[src/adcc_map.svh]
// Purpose: Field widths, field codes and timing counts of the converter control
// Assumes: System clock is also the instruction clock source, 4 per cycle
// Notes: Definitions only
`ifndef ADCC_MAP_SVH
`define ADCC_MAP_SVH

// ==========================================
// Field widths
`define ADCC_SEL_W 3
`define ADCC_CHAN_W 4
`define ADCC_RES_W 10
`define ADCC_DIV_W 6
`define ADCC_STEP_W 4

// ==========================================
// Field codes
`define ADCC_RC_CODE 2'h3
`define ADCC_JUSTIFY_RIGHT 1'b1
`define ADCC_SAR_MSB 10'h200

// ==========================================
// Timing counts
`define ADCC_CLK_PERIOD_NS 5
`define ADCC_CONV_TAD 4'hb
`define ADCC_RECOVER_TAD 4'h2
`define ADCC_INSTR_CLKS 3'h4

`endif

[src/adcc_pkg.sv]
// Purpose: Types shared by the converter control
// Assumes: Nothing beyond the map header
// Notes: Constants live in adcc_map.svh
`default_nettype none
package adcc_pkg;
	// ==========================================
	// Sequencer states
	typedef enum logic [1:0] {
		st_idle,
		st_delay,
		st_conv,
		st_recover
	} adcc_state_type;
endpackage : adcc_pkg
`default_nettype wire

[src/adcc_control.sv]
// Purpose: Control logic of a 10-bit successive approximation converter
// Assumes: Control bits arrive as same-clock ports; rc_clock is asynchronous
// Notes: Analog blocks sit outside; comp_above answers the current dac_code
//
// What this block does
// RULE_01: Select field picks divider or RC clock
// RULE_02: One conversion spans eleven bit periods
// RULE_03: Channel field drives sample and hold mux
// RULE_04: Reference bit picks supply or pin; ground
// RULE_05: Done flag set every conversion, software clears
// RULE_06: Enabled flag raises interrupt, wakes from sleep
// RULE_07: Runs only when enabled; go starts conversion
// RULE_08: Software enables first, then starts
// RULE_09: Completion clears go, flags, loads result
// RULE_10: Software abort keeps previous result untouched
// RULE_11: Abort waits two periods, then acquires again
// RULE_12: Reset turns converter off, ends conversion; code only ends it, analog_power still follows converter_enable
// RULE_13: RC clock delays start one instruction
// RULE_14: Sleep with RC completes; no irq powers off
// RULE_15: Sleep without RC aborts and powers off
// RULE_16: Special trigger sets go, clears timer
// RULE_17: Result left or right justified by bit
// RULE_18: Software waits settling after channel change
// RULE_19: Divided clocks follow system clock; RC not
// RULE_20: Software waits acquisition, polls, clears flag
// RULE_21: Left: eight high, two atop low
// RULE_22: Go while disabled starts nothing
`timescale 1ns/1ps
`default_nettype none
`include "adcc_map.svh"

module adcc_control (
	input wire logic ref_clk,
	input wire logic sys_rst,
	input wire logic [`ADCC_SEL_W-1:0] conv_clock_select,
	input wire logic [`ADCC_CHAN_W-1:0] input_channel_select,
	input wire logic pos_reference_select,
	input wire logic result_justify_select,
	input wire logic converter_enable,
	input wire logic conversion_irq_enable,
	input wire logic go_set,
	input wire logic go_clear,
	input wire logic flag_clear,
	input wire logic sleep_mode,
	input wire logic capture_compare_trigger,
	input wire logic rc_clock,
	input wire logic comp_above,
	output logic go_busy,
	output logic conversion_done_flag,
	output logic irq_request,
	output logic wake_request,
	output logic [7:0] result_high,
	output logic [7:0] result_low,
	output logic [`ADCC_RES_W-1:0] dac_code,
	output logic [`ADCC_CHAN_W-1:0] mux_channel,
	output logic ref_pos_external,
	output logic ref_neg_ground,
	output logic analog_power,
	output logic sample_hold_connect,
	output logic timer_clear,
	output var adcc_pkg::adcc_state_type conv_state
);
	import adcc_pkg::*;

	// ==========================================
	// Helpers
	function automatic logic [`ADCC_DIV_W-1:0] div_len(input logic [`ADCC_SEL_W-1:0] sel);
		logic [2:0] e;
		e = {sel[1:0], sel[2]} + 3'h1;
		div_len = `ADCC_DIV_W'((7'h01 << e) - 7'h01);
	endfunction : div_len

	function automatic logic [15:0] justify(input logic [`ADCC_RES_W-1:0] r, input logic right);
		justify = right ? {6'h00, r} : {r, 6'h00};
	endfunction : justify

	// Everything it reads is an argument, so the trial code follows comparator and code alike
	function automatic logic [`ADCC_RES_W-1:0] sar_keep(input logic [`ADCC_RES_W-1:0] s,
		input logic [`ADCC_RES_W-1:0] b, input logic above);
		sar_keep = above ? s : (s & ~b);
	endfunction : sar_keep

	// ==========================================
	// State
	adcc_state_type state;
	adcc_state_type next_state;
	logic [`ADCC_DIV_W-1:0] div_cnt;
	logic [`ADCC_STEP_W-1:0] step;
	logic [2:0] dly_cnt;
	logic [`ADCC_RES_W-1:0] res;
	logic powered_down;
	logic rc_s1;
	logic rc_s2;
	logic rc_s3;
	logic rc_lvl;

	// ==========================================
	// Decoding
	wire rc_sel = conv_clock_select[1:0] == `ADCC_RC_CODE;
	wire [`ADCC_DIV_W-1:0] div_top = div_len(conv_clock_select);
	wire div_tick = div_cnt >= div_top;
	// Only a settled RC level counts, so a glitch cannot add a bit period
	wire rc_tick = rc_s2 & rc_s3 & ~rc_lvl;
	wire tad_tick = rc_sel ? rc_tick : div_tick; // RULE_19
	wire in_idle = state == st_idle;
	wire in_conv = state == st_conv;
	wire in_rec = state == st_recover;
	wire running = in_conv | (state == st_delay);
	wire sw_start = go_set & converter_enable & ~powered_down; // RULE_22
	wire trig_start = capture_compare_trigger & converter_enable & ~powered_down; // RULE_16
	wire start_req = in_idle & (sw_start | trig_start); // RULE_07
	wire sleep_abort = sleep_mode & ~rc_sel & running; // RULE_15
	wire off_abort = ~converter_enable & ~in_idle;
	wire kill = off_abort | sleep_abort;
	wire sw_abort = running & go_clear & ~kill; // RULE_10
	wire last_step = step == `ADCC_CONV_TAD - 4'h1;
	wire conv_done = in_conv & tad_tick & last_step & ~go_clear & ~kill; // RULE_02
	wire rec_done = in_rec & tad_tick & (step == `ADCC_RECOVER_TAD - 4'h1); // RULE_11
	wire state_chg = next_state != state;
	wire [`ADCC_RES_W-1:0] cur_bit = `ADCC_SAR_MSB >> (step - 4'h1);
	wire [`ADCC_RES_W-1:0] trial_sar = sar_keep(dac_code, cur_bit, comp_above) | (cur_bit >> 1);
	wire [15:0] formatted = justify(res, result_justify_select); // RULE_17 RULE_21
	wire rc_sleep_off = conv_done & sleep_mode & rc_sel & ~conversion_irq_enable; // RULE_14

	// ==========================================
	// Pass-through selections, fixed ground and simple gated outputs
	assign mux_channel = input_channel_select; // RULE_03
	assign ref_pos_external = pos_reference_select; // RULE_04
	assign ref_neg_ground = 1'b1; // RULE_04
	assign analog_power = converter_enable & ~powered_down; // RULE_07
	// Acquisition restarts by itself once idle, including after a recovery
	assign sample_hold_connect = analog_power & in_idle; // RULE_11
	assign irq_request = conversion_done_flag & conversion_irq_enable; // RULE_06
	assign wake_request = irq_request & sleep_mode; // RULE_06
	assign conv_state = state;

	// ==========================================
	// Sequencer
	always_comb begin
		next_state = state;
		unique case (state)
			st_idle: begin
				if (start_req) next_state = rc_sel ? st_delay : st_conv; // RULE_13
			end
			st_delay: begin
				if (kill) next_state = st_idle;
				else if (sw_abort) next_state = st_recover;
				else if (dly_cnt == `ADCC_INSTR_CLKS - 3'h1) next_state = st_conv; // RULE_13
			end
			st_conv: begin
				if (kill) next_state = st_idle;
				else if (sw_abort) next_state = st_recover; // RULE_11
				else if (conv_done) next_state = st_idle; // RULE_09
			end
			st_recover: begin
				if (off_abort) next_state = st_idle;
				else if (rec_done) next_state = st_idle; // RULE_11
			end
		endcase
	end

	always_ff @(posedge ref_clk) begin
		if (sys_rst) state <= st_idle; // RULE_12
		else state <= next_state;
	end

	// ==========================================
	// Bit clock
	// Divider restarts on each state change so every phase gets whole periods
	always_ff @(posedge ref_clk) begin
		if (sys_rst || state_chg || div_tick) div_cnt <= '0; // RULE_01
		else div_cnt <= div_cnt + `ADCC_DIV_W'(1);
	end

	always_ff @(posedge ref_clk) begin
		if (sys_rst) begin
			rc_s1 <= 1'b0;
			rc_s2 <= 1'b0;
			rc_s3 <= 1'b0;
		end else begin
			rc_s1 <= rc_clock;
			rc_s2 <= rc_s1;
			rc_s3 <= rc_s2;
		end
	end

	always_ff @(posedge ref_clk) begin
		if (sys_rst) rc_lvl <= 1'b0;
		else if (rc_s2 == rc_s3) rc_lvl <= rc_s3;
	end

	// ==========================================
	// Counters
	always_ff @(posedge ref_clk) begin
		if (sys_rst || state_chg) step <= '0;
		else if (tad_tick && (in_conv || in_rec)) step <= step + `ADCC_STEP_W'(1); // RULE_02
	end

	always_ff @(posedge ref_clk) begin
		if (sys_rst || state_chg) dly_cnt <= '0;
		else if (state == st_delay) dly_cnt <= dly_cnt + 3'h1;
	end

	// ==========================================
	// Approximation register
	// First period only holds the sample; ten periods then resolve one bit each
	always_ff @(posedge ref_clk) begin
		if (sys_rst) dac_code <= '0;
		else if (state_chg && next_state == st_conv) dac_code <= `ADCC_SAR_MSB;
		else if (in_conv && tad_tick && step != '0) dac_code <= trial_sar;
	end

	always_ff @(posedge ref_clk) begin
		if (sys_rst) res <= '0;
		else if (conv_done) res <= trial_sar; // RULE_09 RULE_10
	end

	// Result pair trails the stored value by one clock
	always_ff @(posedge ref_clk) begin
		if (sys_rst) begin
			result_high <= 8'h00;
			result_low <= 8'h00;
		end else begin
			result_high <= formatted[15:8]; // RULE_21
			result_low <= formatted[7:0]; // RULE_21
		end
	end

	// ==========================================
	// Status bits
	always_ff @(posedge ref_clk) begin
		if (sys_rst) go_busy <= 1'b0; // RULE_12
		else if (start_req) go_busy <= 1'b1; // RULE_07 RULE_16
		else if (conv_done || kill || go_clear) go_busy <= 1'b0; // RULE_09
	end

	// A completion in the clearing cycle still sets the flag
	always_ff @(posedge ref_clk) begin
		if (sys_rst) conversion_done_flag <= 1'b0;
		else if (conv_done) conversion_done_flag <= 1'b1; // RULE_05
		else if (flag_clear) conversion_done_flag <= 1'b0; // RULE_05
	end

	// Enable bit stays set while powered down; leaving sleep powers back up
	always_ff @(posedge ref_clk) begin
		if (sys_rst) powered_down <= 1'b0;
		else if (sleep_abort || rc_sleep_off) powered_down <= 1'b1; // RULE_14 RULE_15
		else if (!sleep_mode) powered_down <= 1'b0;
	end

	always_ff @(posedge ref_clk) begin
		if (sys_rst) timer_clear <= 1'b0;
		else timer_clear <= capture_compare_trigger; // RULE_16
	end

	// ==========================================
	// Checks
	logic [`ADCC_STEP_W-1:0] tad_seen;
	always_ff @(posedge ref_clk) begin
		if (sys_rst || state_chg || in_idle) tad_seen <= '0;
		else if (tad_tick) tad_seen <= tad_seen + `ADCC_STEP_W'(1);
	end

	wire calm = !go_clear && converter_enable && !sleep_mode;
endmodule : adcc_control
`default_nettype wire

[config.mk]
export PLATFORM = sky130hd
export DESIGN_NAME = adcc_control
export DESIGN_NICKNAME = d
export VERILOG_FILES = /design/src/adcc_pkg.sv /design/src/adcc_control.sv
export VERILOG_INCLUDE_DIRS = /design/src
export SDC_FILE = /design/constraint.sdc
export NUM_CORES = 1
export LEC_CHECK = 0
export ABC_AREA = 0
export BUFFER_PORTS_ARGS = -buffer_cell sky130_fd_sc_hd__buf_2
export CORE_MARGIN = 3
export CORE_UTILIZATION = 44
export CTS_CLUSTER_SIZE = 14
export DETAILED_ROUTE_END_ITERATION = 7
export PLACE_DENSITY = 0.66
export SLEW_MARGIN = 20
export SYNTH_ARGS = -nofsm -noshare
export SYNTH_HDL_FRONTEND = slang
export SYNTH_SLANG_ARGS = --single-unit
[constraint.sdc]
create_clock -name ref_clk -period 3.85 [get_ports ref_clk]
set_clock_uncertainty 0.15 [all_clocks]
set_input_delay 0.385 -clock ref_clk [delete_from_list [all_inputs] [get_ports ref_clk]]
set_output_delay 0.385 -clock ref_clk [all_outputs]
set_load 0.01 [all_outputs]
Word level (Yosys, flattened, before mapping) --
Index checks and enable logic that the tools add are counted.
Storage, ports and cells: output and inout bits 41, register bits 59, word-level logic and storage cells 119
Operators by class: reduce and logical (&&, ||, !) cells 18, shift operators 2, order comparisons 1, bitwise gates (word level) 40, muxes and demuxes 22, $add $sub $neg 6, eq/ne operators 11
Operators by type and width (number):
- $mux W10 | 4
- $and A1 B1 Y1 | 25
- $mux W2 | 10
- $and A10 B10 Y10 | 1
- $not A10 Y10 | 1
- $or A10 B9 Y10 | 1
- $shr A10 B4 Y10 const A | 1
- $not A1 Y1 | 9
- $eq A2 B2 Y1 const B | 4
- $pmux W2 S4 | 1
- $mux W1 | 7
- $add A3 B1 Y3 const B | 2
- $add A6 B1 Y6 const B | 1
- $ge A6 B6 Y1 | 1
- $logic_or A1 B1 Y1 | 6
- $reduce_bool A2 Y1 | 3
- $reduce_or A2 Y1 | 3
- $shl A1 B3 Y6 const A | 1
- $sub A6 B1 Y6 const B | 1
- $add A4 B1 Y4 const B | 1
- $eq A4 B1 Y1 const B | 1
- $eq A4 B4 Y1 const B | 1
- $logic_and A1 B1 Y1 | 4
- $reduce_bool A4 Y1 | 1
- other kinds (8) | 10

Logic depth before layout (Yosys ltp) --
Gate-level depths: netlist of the first run.
word-level depth 16, depth in mapped cells 15, mapped depth without buffers 13

Worst setup path before layout of the first run --
Ideal clock, no wire load.
kind input-to-reg, start point input conv_clock_select[1], end point register div_cnt[4], arrival 3.045 ns, data required time 3.542 ns, path slack 0.496 ns, cell stages on the path 13, cell sequence buf_4 or3_2 ha_1 nor3_1 a21oi_1 ha_1 nand2_1 or3_4 o221ai_4 nor2_1 o31ai_2 buf_2 nor3_1
On the way: longest elaborated chain between the ends 16, elaborated cells on any way between the ends 31
RTL lines:
- start, declared | RTL line adcc_control.sv:35 | input wire logic [`ADCC_SEL_W-1:0] conv_clock_select,
- $add A3 B1 Y3 | RTL line adcc_control.sv:69 | e = {sel[1:0], sel[2]} + 3'h1;
- $shl A1 B3 Y6 | RTL line adcc_control.sv:70 | div_len = `ADCC_DIV_W'((7'h01 << e) - 7'h01);
- $sub A6 B1 Y6 | RTL line adcc_control.sv:70
- $ge A6 B6 Y1 | RTL line adcc_control.sv:101 | wire div_tick = div_cnt >= div_top;
- $mux W1 | RTL line adcc_control.sv:104 | wire tad_tick = rc_sel ? rc_tick : div_tick;
- $and A1 B1 Y1 (4 in series) | RTL line adcc_control.sv:117 | wire conv_done = in_conv & tad_tick & last_step & ~go_clear & ~kill;
- $mux W2 | RTL line adcc_control.sv:153 | else if (conv_done) next_state = st_idle;
- $mux W2 | RTL line adcc_control.sv:152 | else if (sw_abort) next_state = st_recover;
- $mux W2 | RTL line adcc_control.sv:151 | if (kill) next_state = st_idle;
- $pmux W2 S4 | RTL line adcc_control.sv:141 | unique case (state)
- $ne A2 B2 Y1 | RTL line adcc_control.sv:119 | wire state_chg = next_state != state;
- $logic_or A1 B1 Y1
- $logic_or A1 B1 Y1 * | RTL line adcc_control.sv:171 | if (sys_rst || state_chg || div_tick) div_cnt <= '0;
- end signal, assigned | RTL line adcc_control.sv:172 | else div_cnt <= div_cnt + `ADCC_DIV_W'(1);
- end, declared | RTL line adcc_control.sv:87 | logic [`ADCC_DIV_W-1:0] div_cnt;
Mark *: on every way between the ends. The rest lies on a longest branch, timed or not. A chain may end at the register's enable or synchronous reset.

Final worst setup path of the first run --
Same ends and word-level chain as after synthesis.

==> results of run 1 <==
metrics by stage:
step / cells / utilization
after floorplan: 362 / -
after global placement: 488 / 0.492
after detailed placement: 488 / 0.492
after CTS: 504 / 0.518
after global routing: 504 / 0.518
final: 504 / 0.518
routing by layer:
metal | up-vias | global-route usage | part of all wire
met3 | 25 | 0.0398 | 0.050
met1 | 1170 | 0.221 | 0.47
li1 | 1347 | - | -
met2 | 80 | 0.258 | 0.46
met4 | 0 | 0.0917 | 0.027
met5 | - | 0 | 0
flip-flops by register name (all words and copies together), names as in the netlist:
register              count
rc_s3                     1
result_high               8
conversion_done_flag      1
rc_s2                     1
rc_s1                     1
dac_code                 10
go_busy                   1
timer_clear               1
result_low                8
res                      10
rc_lvl                    1
dly_cnt                   3
div_cnt                   6
step                      4
powered_down              1
conv_state                2
cell usage after synthesis, drive strengths merged, types with 3 or more instances:
| cell | n |
|---|---|
| a211oi | 4 |
| a21oi | 23 |
| a221oi | 3 |
| a311oi | 5 |
| a31oi | 3 |
| and2 | 17 |
| and3 | 3 |
| buf | 17 |
| clkbuf | 5 |
| dfxtp | 59 |
| ha | 20 |
| inv | 11 |
| mux2i | 7 |
| nand2 | 25 |
| nand2b | 7 |
| nand3 | 8 |
| nand3b | 4 |
| nor2 | 43 |
| nor2b | 8 |
| nor3 | 19 |
| nor3b | 3 |
| o21ai | 18 |
| o31ai | 6 |
| or3 | 3 |
| xnor2 | 7 |
| xor2 | 7 |
final timing paths:
path | slack, ps | startpoint | to | cells after the start
hold reg to reg | 290 | rc_s1$_SDFF_PP0_ | rc_s2$_SDFF_PP0_ | 1
setup reg to reg | 700 | conv_state[0]$_SDFF_PP0_ | dly_cnt[2]$_SDFFE_PP0P_ | 9
setup / recovery | 400 | conv_clock_select[1] | div_cnt[4]$_SDFF_PP0_ | 12
hold / removal | 110 | rc_clock | rc_s1$_SDFF_PP0_ | 2
kinds of logic after synthesis:
kind of cell / count (synthesis)
AND/OR/NAND/NOR: 149
multiplexers: 7
adder cells (fa/ha/maj): 20
XOR/XNOR: 14
other: 1
AO/OA/AOI/OAI: 78
buffers and inverters: 34
flip-flops: 59
area by class of cell:
type                       count  share of cell area
inverter                      11              0.0115
tap                           96              0.0336
sequential                    59               0.330
clock buffer                   9              0.0346
timing repair buffer          53              0.0769
multi-input combinational    269               0.498
clock inverter                 7              0.0154
where the power goes:
group	total (mW)	switching (mW)	internal (mW)
logic	0.615	0.375	0.240
registers	0.698	0.0504	0.648
clock network	0.494	0.258	0.236
total	1.81	0.684	1.12
==> flow_summary.toml, run 1 <==
[run_status]
status = "finished, final reports clean"

[logic_synthesis]
syn-num-nets = 402
synth_xor_area_frac = 0.0386
synth_top_family_by_area = "simple AND/OR/NAND/NOR gates"
yosysTopAreaCellShare = 0.372
yosys.area_share.simple = 0.247
synth.distinct_cells = 60
ys.flop_type = "dfxtp_1"
ys_warn_count = 0
synthArstFlopShare = 0
synth_compound_area_frac = 0.173
synth_area_mm2 = 0.00318
synth_edf_count = 0
ys_ff_latch = 59
synthAdderAreaFrac = 0.0787
synth_top_area_cell = "dfxtp_1"
syn_avg_cell_area_um2 = 8.78
synthTopCellsByArea = "dfxtp_1, ha_1, nor2_1, a21oi_1, and2_1"
synth_mux_area_frac = 0.0220
seq_area_frac_synth = 0.372
synth_cells = 362

[placement]
place.gp.congestion = 0.939
port_buffers = 49
dp_hpwl_mm = 5.11
dpl_cell_area_mm2 = 0.00340
dp_slack_ps = 24.3

[die]
std_cell_rows = 30
die_h_um = 91.0
initial_core_util = 0.460
die_w_um = 91.0
coreArea_mm2 = 0.00691
pin_count = 61
die_area_mm2 = 0.00828

[worst_setup_path]
start_kind = "input port"
worstPathMaxFanout = 13
cp_num_buf_inv = 1
path_cells = "buf_2, or3_2, ha_1, nor3_1, a21oi_1, ha_1, nand2_1, or3_4, o221ai_4, nor2_1, o31ai_2, nor3_1"
cp_slowest_cell = "o31ai_2"
cp.required_ps = 3880
arrival_ps = 3480
crit_type = "in -> reg"
slowest_delay_ps = 770
cp-end-kind = "flop"
crit_family = "simple AND/OR/NAND/NOR gates"

[routing]
wl_per_cell_um = 13.5
drt_pass1_iterations = 6
drt-total-wl_mm = 6.81
viasPerCell = 5.20
drtIter0Drc = 219
ant_nets = 0
drc = 0
num_vias = 2622

[cells_and_area]
area_delta_synth_final_pct = 12.6
regArea_mm2 = 0.00118
final_cell_area_mm2 = 0.00358
most-common-layout-cells = "dfxtp_1, buf_2, nor2_1, nand2_1, a21oi_1"
final_common_cell = "dfxtp_1"
layout-drive-gt1-share = 0.208
multi_input_area_mm2 = 0.00178
nets = 443
antennaDiodeCount = 0
fill_cells = 675

[timing]
rsz0062_at_grt = "false"
worst_pin_slew_ps = 900
period_needed_ps = 3450
worst_slack_ps = 399
maxSlewHeadroom = 0.396
final-max-slew-violation-count = 0
period_share = 0.896
fmax_mhz = 290
finalSetupViolations = 0
whs_ps = 111
finalSetupTns_ps = 0
hold_viol = 0

[power_and_ir_drop]
p_leak_nw = 1.49
p_total_mw = 1.81
power.density_mw_per_mm2 = 505
peakVddDrop_mv = 0.336

[clocking]
path_clk_slew_ps = 70
worst_skew_pair.late_latency_ps = 330
cts_max_level = 3
holdBufCountCts = 0
cts.sinks = 59
postCtsSetupBuffers = 0
post_cts_resized = 0
cts.path.max_buffers = 2
cts_buffers = 9
cts_tree = "built"
cts_root_buffer = "clkbuf_8"

[global_routing]
grt_pass1_wl_mm = 11.4
antenna_found_initial = 0
grtUsageTotal = 0.169
grt_pass1_vias = 2459
grt_max_degree = 30
overflow = 0

[flow_run]
max_cap_viol_count = 0

[worst_hold_path]
hp-class = "in -> reg"
No activity file was read; power rests on OpenSTA's default activity.
==> inputs of run 2 (changes only) <==
--- a/config.mk
+++ b/config.mk
@@ -7,11 +7,13 @@
 export NUM_CORES = 1
 export LEC_CHECK = 0
 export ABC_AREA = 0
+export ABC_CLOCK_PERIOD_IN_PS = 3850
 export BUFFER_PORTS_ARGS = -buffer_cell sky130_fd_sc_hd__buf_2
 export CORE_MARGIN = 3
 export CORE_UTILIZATION = 44
 export CTS_CLUSTER_SIZE = 14
 export DETAILED_ROUTE_END_ITERATION = 7
+export MAX_ROUTING_LAYER = met4
 export PLACE_DENSITY = 0.66
 export SLEW_MARGIN = 20
 export SYNTH_ARGS = -nofsm -noshare
==> run 2 against run 1 <==
Net effect: utilization up 0.091 points; combinational power grew 3.7%; die area stayed put; largest power group unchanged.
==> flow_summary.toml, run 2 (same netlist as run 1, synthesis figures left out) <==
[run_status]
status = "finished, final reports clean"

[cells_and_area]
layout-drive-gt1-share = 0.210
fill_cells = 679
most-common-layout-cells = "dfxtp_1, buf_2, nor2_1, nand2_1, a21oi_1"
area_delta_synth_final_pct = 12.8
antennaDiodeCount = 0
nets = 444
reg.largest.list = "dac_code x10, res x10"
final_common_cell = "dfxtp_1"
final_cell_area_mm2 = 0.00358

[power_and_ir_drop]
p_sw_uw = 690
p_comb_frac = 0.349
p_leak_nw = 1.49
power.density_mw_per_mm2 = 509
clock_power_share = 0.274
seq_power_share = 0.377
p_total_mw = 1.83
switching_share = 0.378
cell_internal_pwr_mw = 1.14
peakVddDrop_mv = 0.272

[worst_setup_path]
cp.required_ps = 3910
worstPathMaxFanout = 10
arrival_ps = 3390
rr_startpoint = "conv_state[1]$_SDFF_PP0_"
cp-end-kind = "flop"
crit_type = "in -> reg"
reg2reg_to = "dly_cnt[2]$_SDFFE_PP0P_"
start_kind = "input port"
r2r_slack_ps = 800
cp_num_buf_inv = 1
slowest_delay_ps = 480
crit_family = "simple AND/OR/NAND/NOR gates"
worst-r2r-cell-count = 10
path_cells = "buf_2, or3_2, ha_1, nor3_1, a21oi_1, ha_1, nand2_1, or3_4, o221ai_4, or2_1, nand4_2, a221oi_1, nor3_1"
startpoint = "conv_clock_select[1]"
cp_slowest_cell = "or3_2"

[clocking]
cts.sinks = 59
cts_root_buffer = "clkbuf_8"
worst_skew_pair.late_latency_ps = 340
cts_tree = "built"
cts_max_level = 3
cts_buffers = 9
holdBufCountCts = 0
cts.path.max_buffers = 2
post_cts_resized = 0
postCtsSetupBuffers = 0
path_clk_slew_ps = 70

[global_routing]
grt_max_degree = 30
antenna_found_initial = 0
grtUsageTotal = 0.173
grt_pass1_wl_mm = 11.3
grt_pass1_vias = 2336
overflow = 0

[worst_hold_path]
hp-class = "in -> reg"
worstHoldStart = "rc_clock"
timing.hold.worst_endpoint = "rc_s1$_SDFF_PP0_"
min_path_cells = 2

[routing]
drtIter0Drc = 132
viasPerCell = 5.16
drt-total-wl_mm = 6.71
drc = 0
ant_nets = 0
drt_pass1_iterations = 4
wl_per_cell_um = 13.3
num_vias = 2606

[placement]
port_buffers = 49
dpl_cell_area_mm2 = 0.00341
dp_hpwl_mm = 5.01
place.gp.congestion = 0.931

[flow_run]
max_cap_viol_count = 0

[timing]
worst_pin_slew_ps = 724
finalSetupViolations = 0
rsz0062_at_grt = "false"
maxSlewHeadroom = 0.510
period_needed_ps = 3330
fmax_mhz = 301
finalSetupTns_ps = 0
period_share = 0.864
hold_viol = 0
final-max-slew-violation-count = 0

[die]
die_area_mm2 = 0.00828
coreArea_mm2 = 0.00691
die_w_um = 91.0
initial_core_util = 0.460
pin_count = 61
die_h_um = 91.0
std_cell_rows = 30
[run 2: cell count changes in the layout (fill, tap and decap cells not counted)]
cell / before / now
clkinv_4: 4 / 2
inv_6: 0 / 1
buf_4: 4 / 5
clkinvlp_4: 2 / 3
[run 2: how the worst max path moves through the flow]
stage	endpoint	slack, ps	depth (start not counted)
2_1_floorplan	div_cnt[4]$_SDFF_PP0_	500	13
3_3_place_gp	dac_code[8]$_SDFFE_PP0P_	250	13
3_5_place_dp	res[2]$_SDFFE_PP0P_	180	13
4_1_cts	res[2]$_SDFFE_PP0P_	540	13
5_1_grt	res[3]$_SDFFE_PP0P_	280	13
6_report	res[2]$_SDFFE_PP0P_	520	13
[run 2: stage by stage]
| step | setup slack (ps) | std cells | hold WS (ps) | util |
|---|---|---|---|---|
| 6_report | 525 | 505 | 104 | 0.519 |
| 5_1_grt | 282 | 505 | 87.5 | 0.519 |
| 4_1_cts | 543 | 505 | 92.7 | 0.519 |
| 3_5_place_dp | 181 | 489 | 273 | 0.493 |
| 3_3_place_gp | 249 | 489 | 275 | 0.493 |
| 2_1_floorplan | 496 | 362 | 264 | - |
[run 2: power by group through the flow]
stage / sequential [mW] / combinational [mW] / clock, mW
global placement: 0.704 / 0.630 / 0
floorplan: 0.696 / 0.487 / 0
global route: 0.696 / 0.714 / 0.545
detailed placement: 0.703 / 0.629 / 0
finish: 0.688 / 0.638 / 0.499
CTS: 0.689 / 0.634 / 0.513
[run 2: cell type report]
type | instances | area (um^2) | share of cell area
Inverter | 11 | 41.3 | 0.0115
Sequential cell | 59 | 1180 | 0.330
Tap cell | 96 | 120 | 0.0335
Timing Repair Buffer | 54 | 283 | 0.0789
Multi-Input combinational cell | 269 | 1780 | 0.497
Clock inverter | 7 | 53.8 | 0.0150
Clock buffer | 9 | 124 | 0.0346
[run 2: metal layers]
layer	track usage	vias to the layer above	routed length, um
met1	0.218	1178	3290
li1	-	1345	-
met5	-	-	0
met3	0.0464	12	344
met4	0.0666	0	89
met2	0.264	71	2990
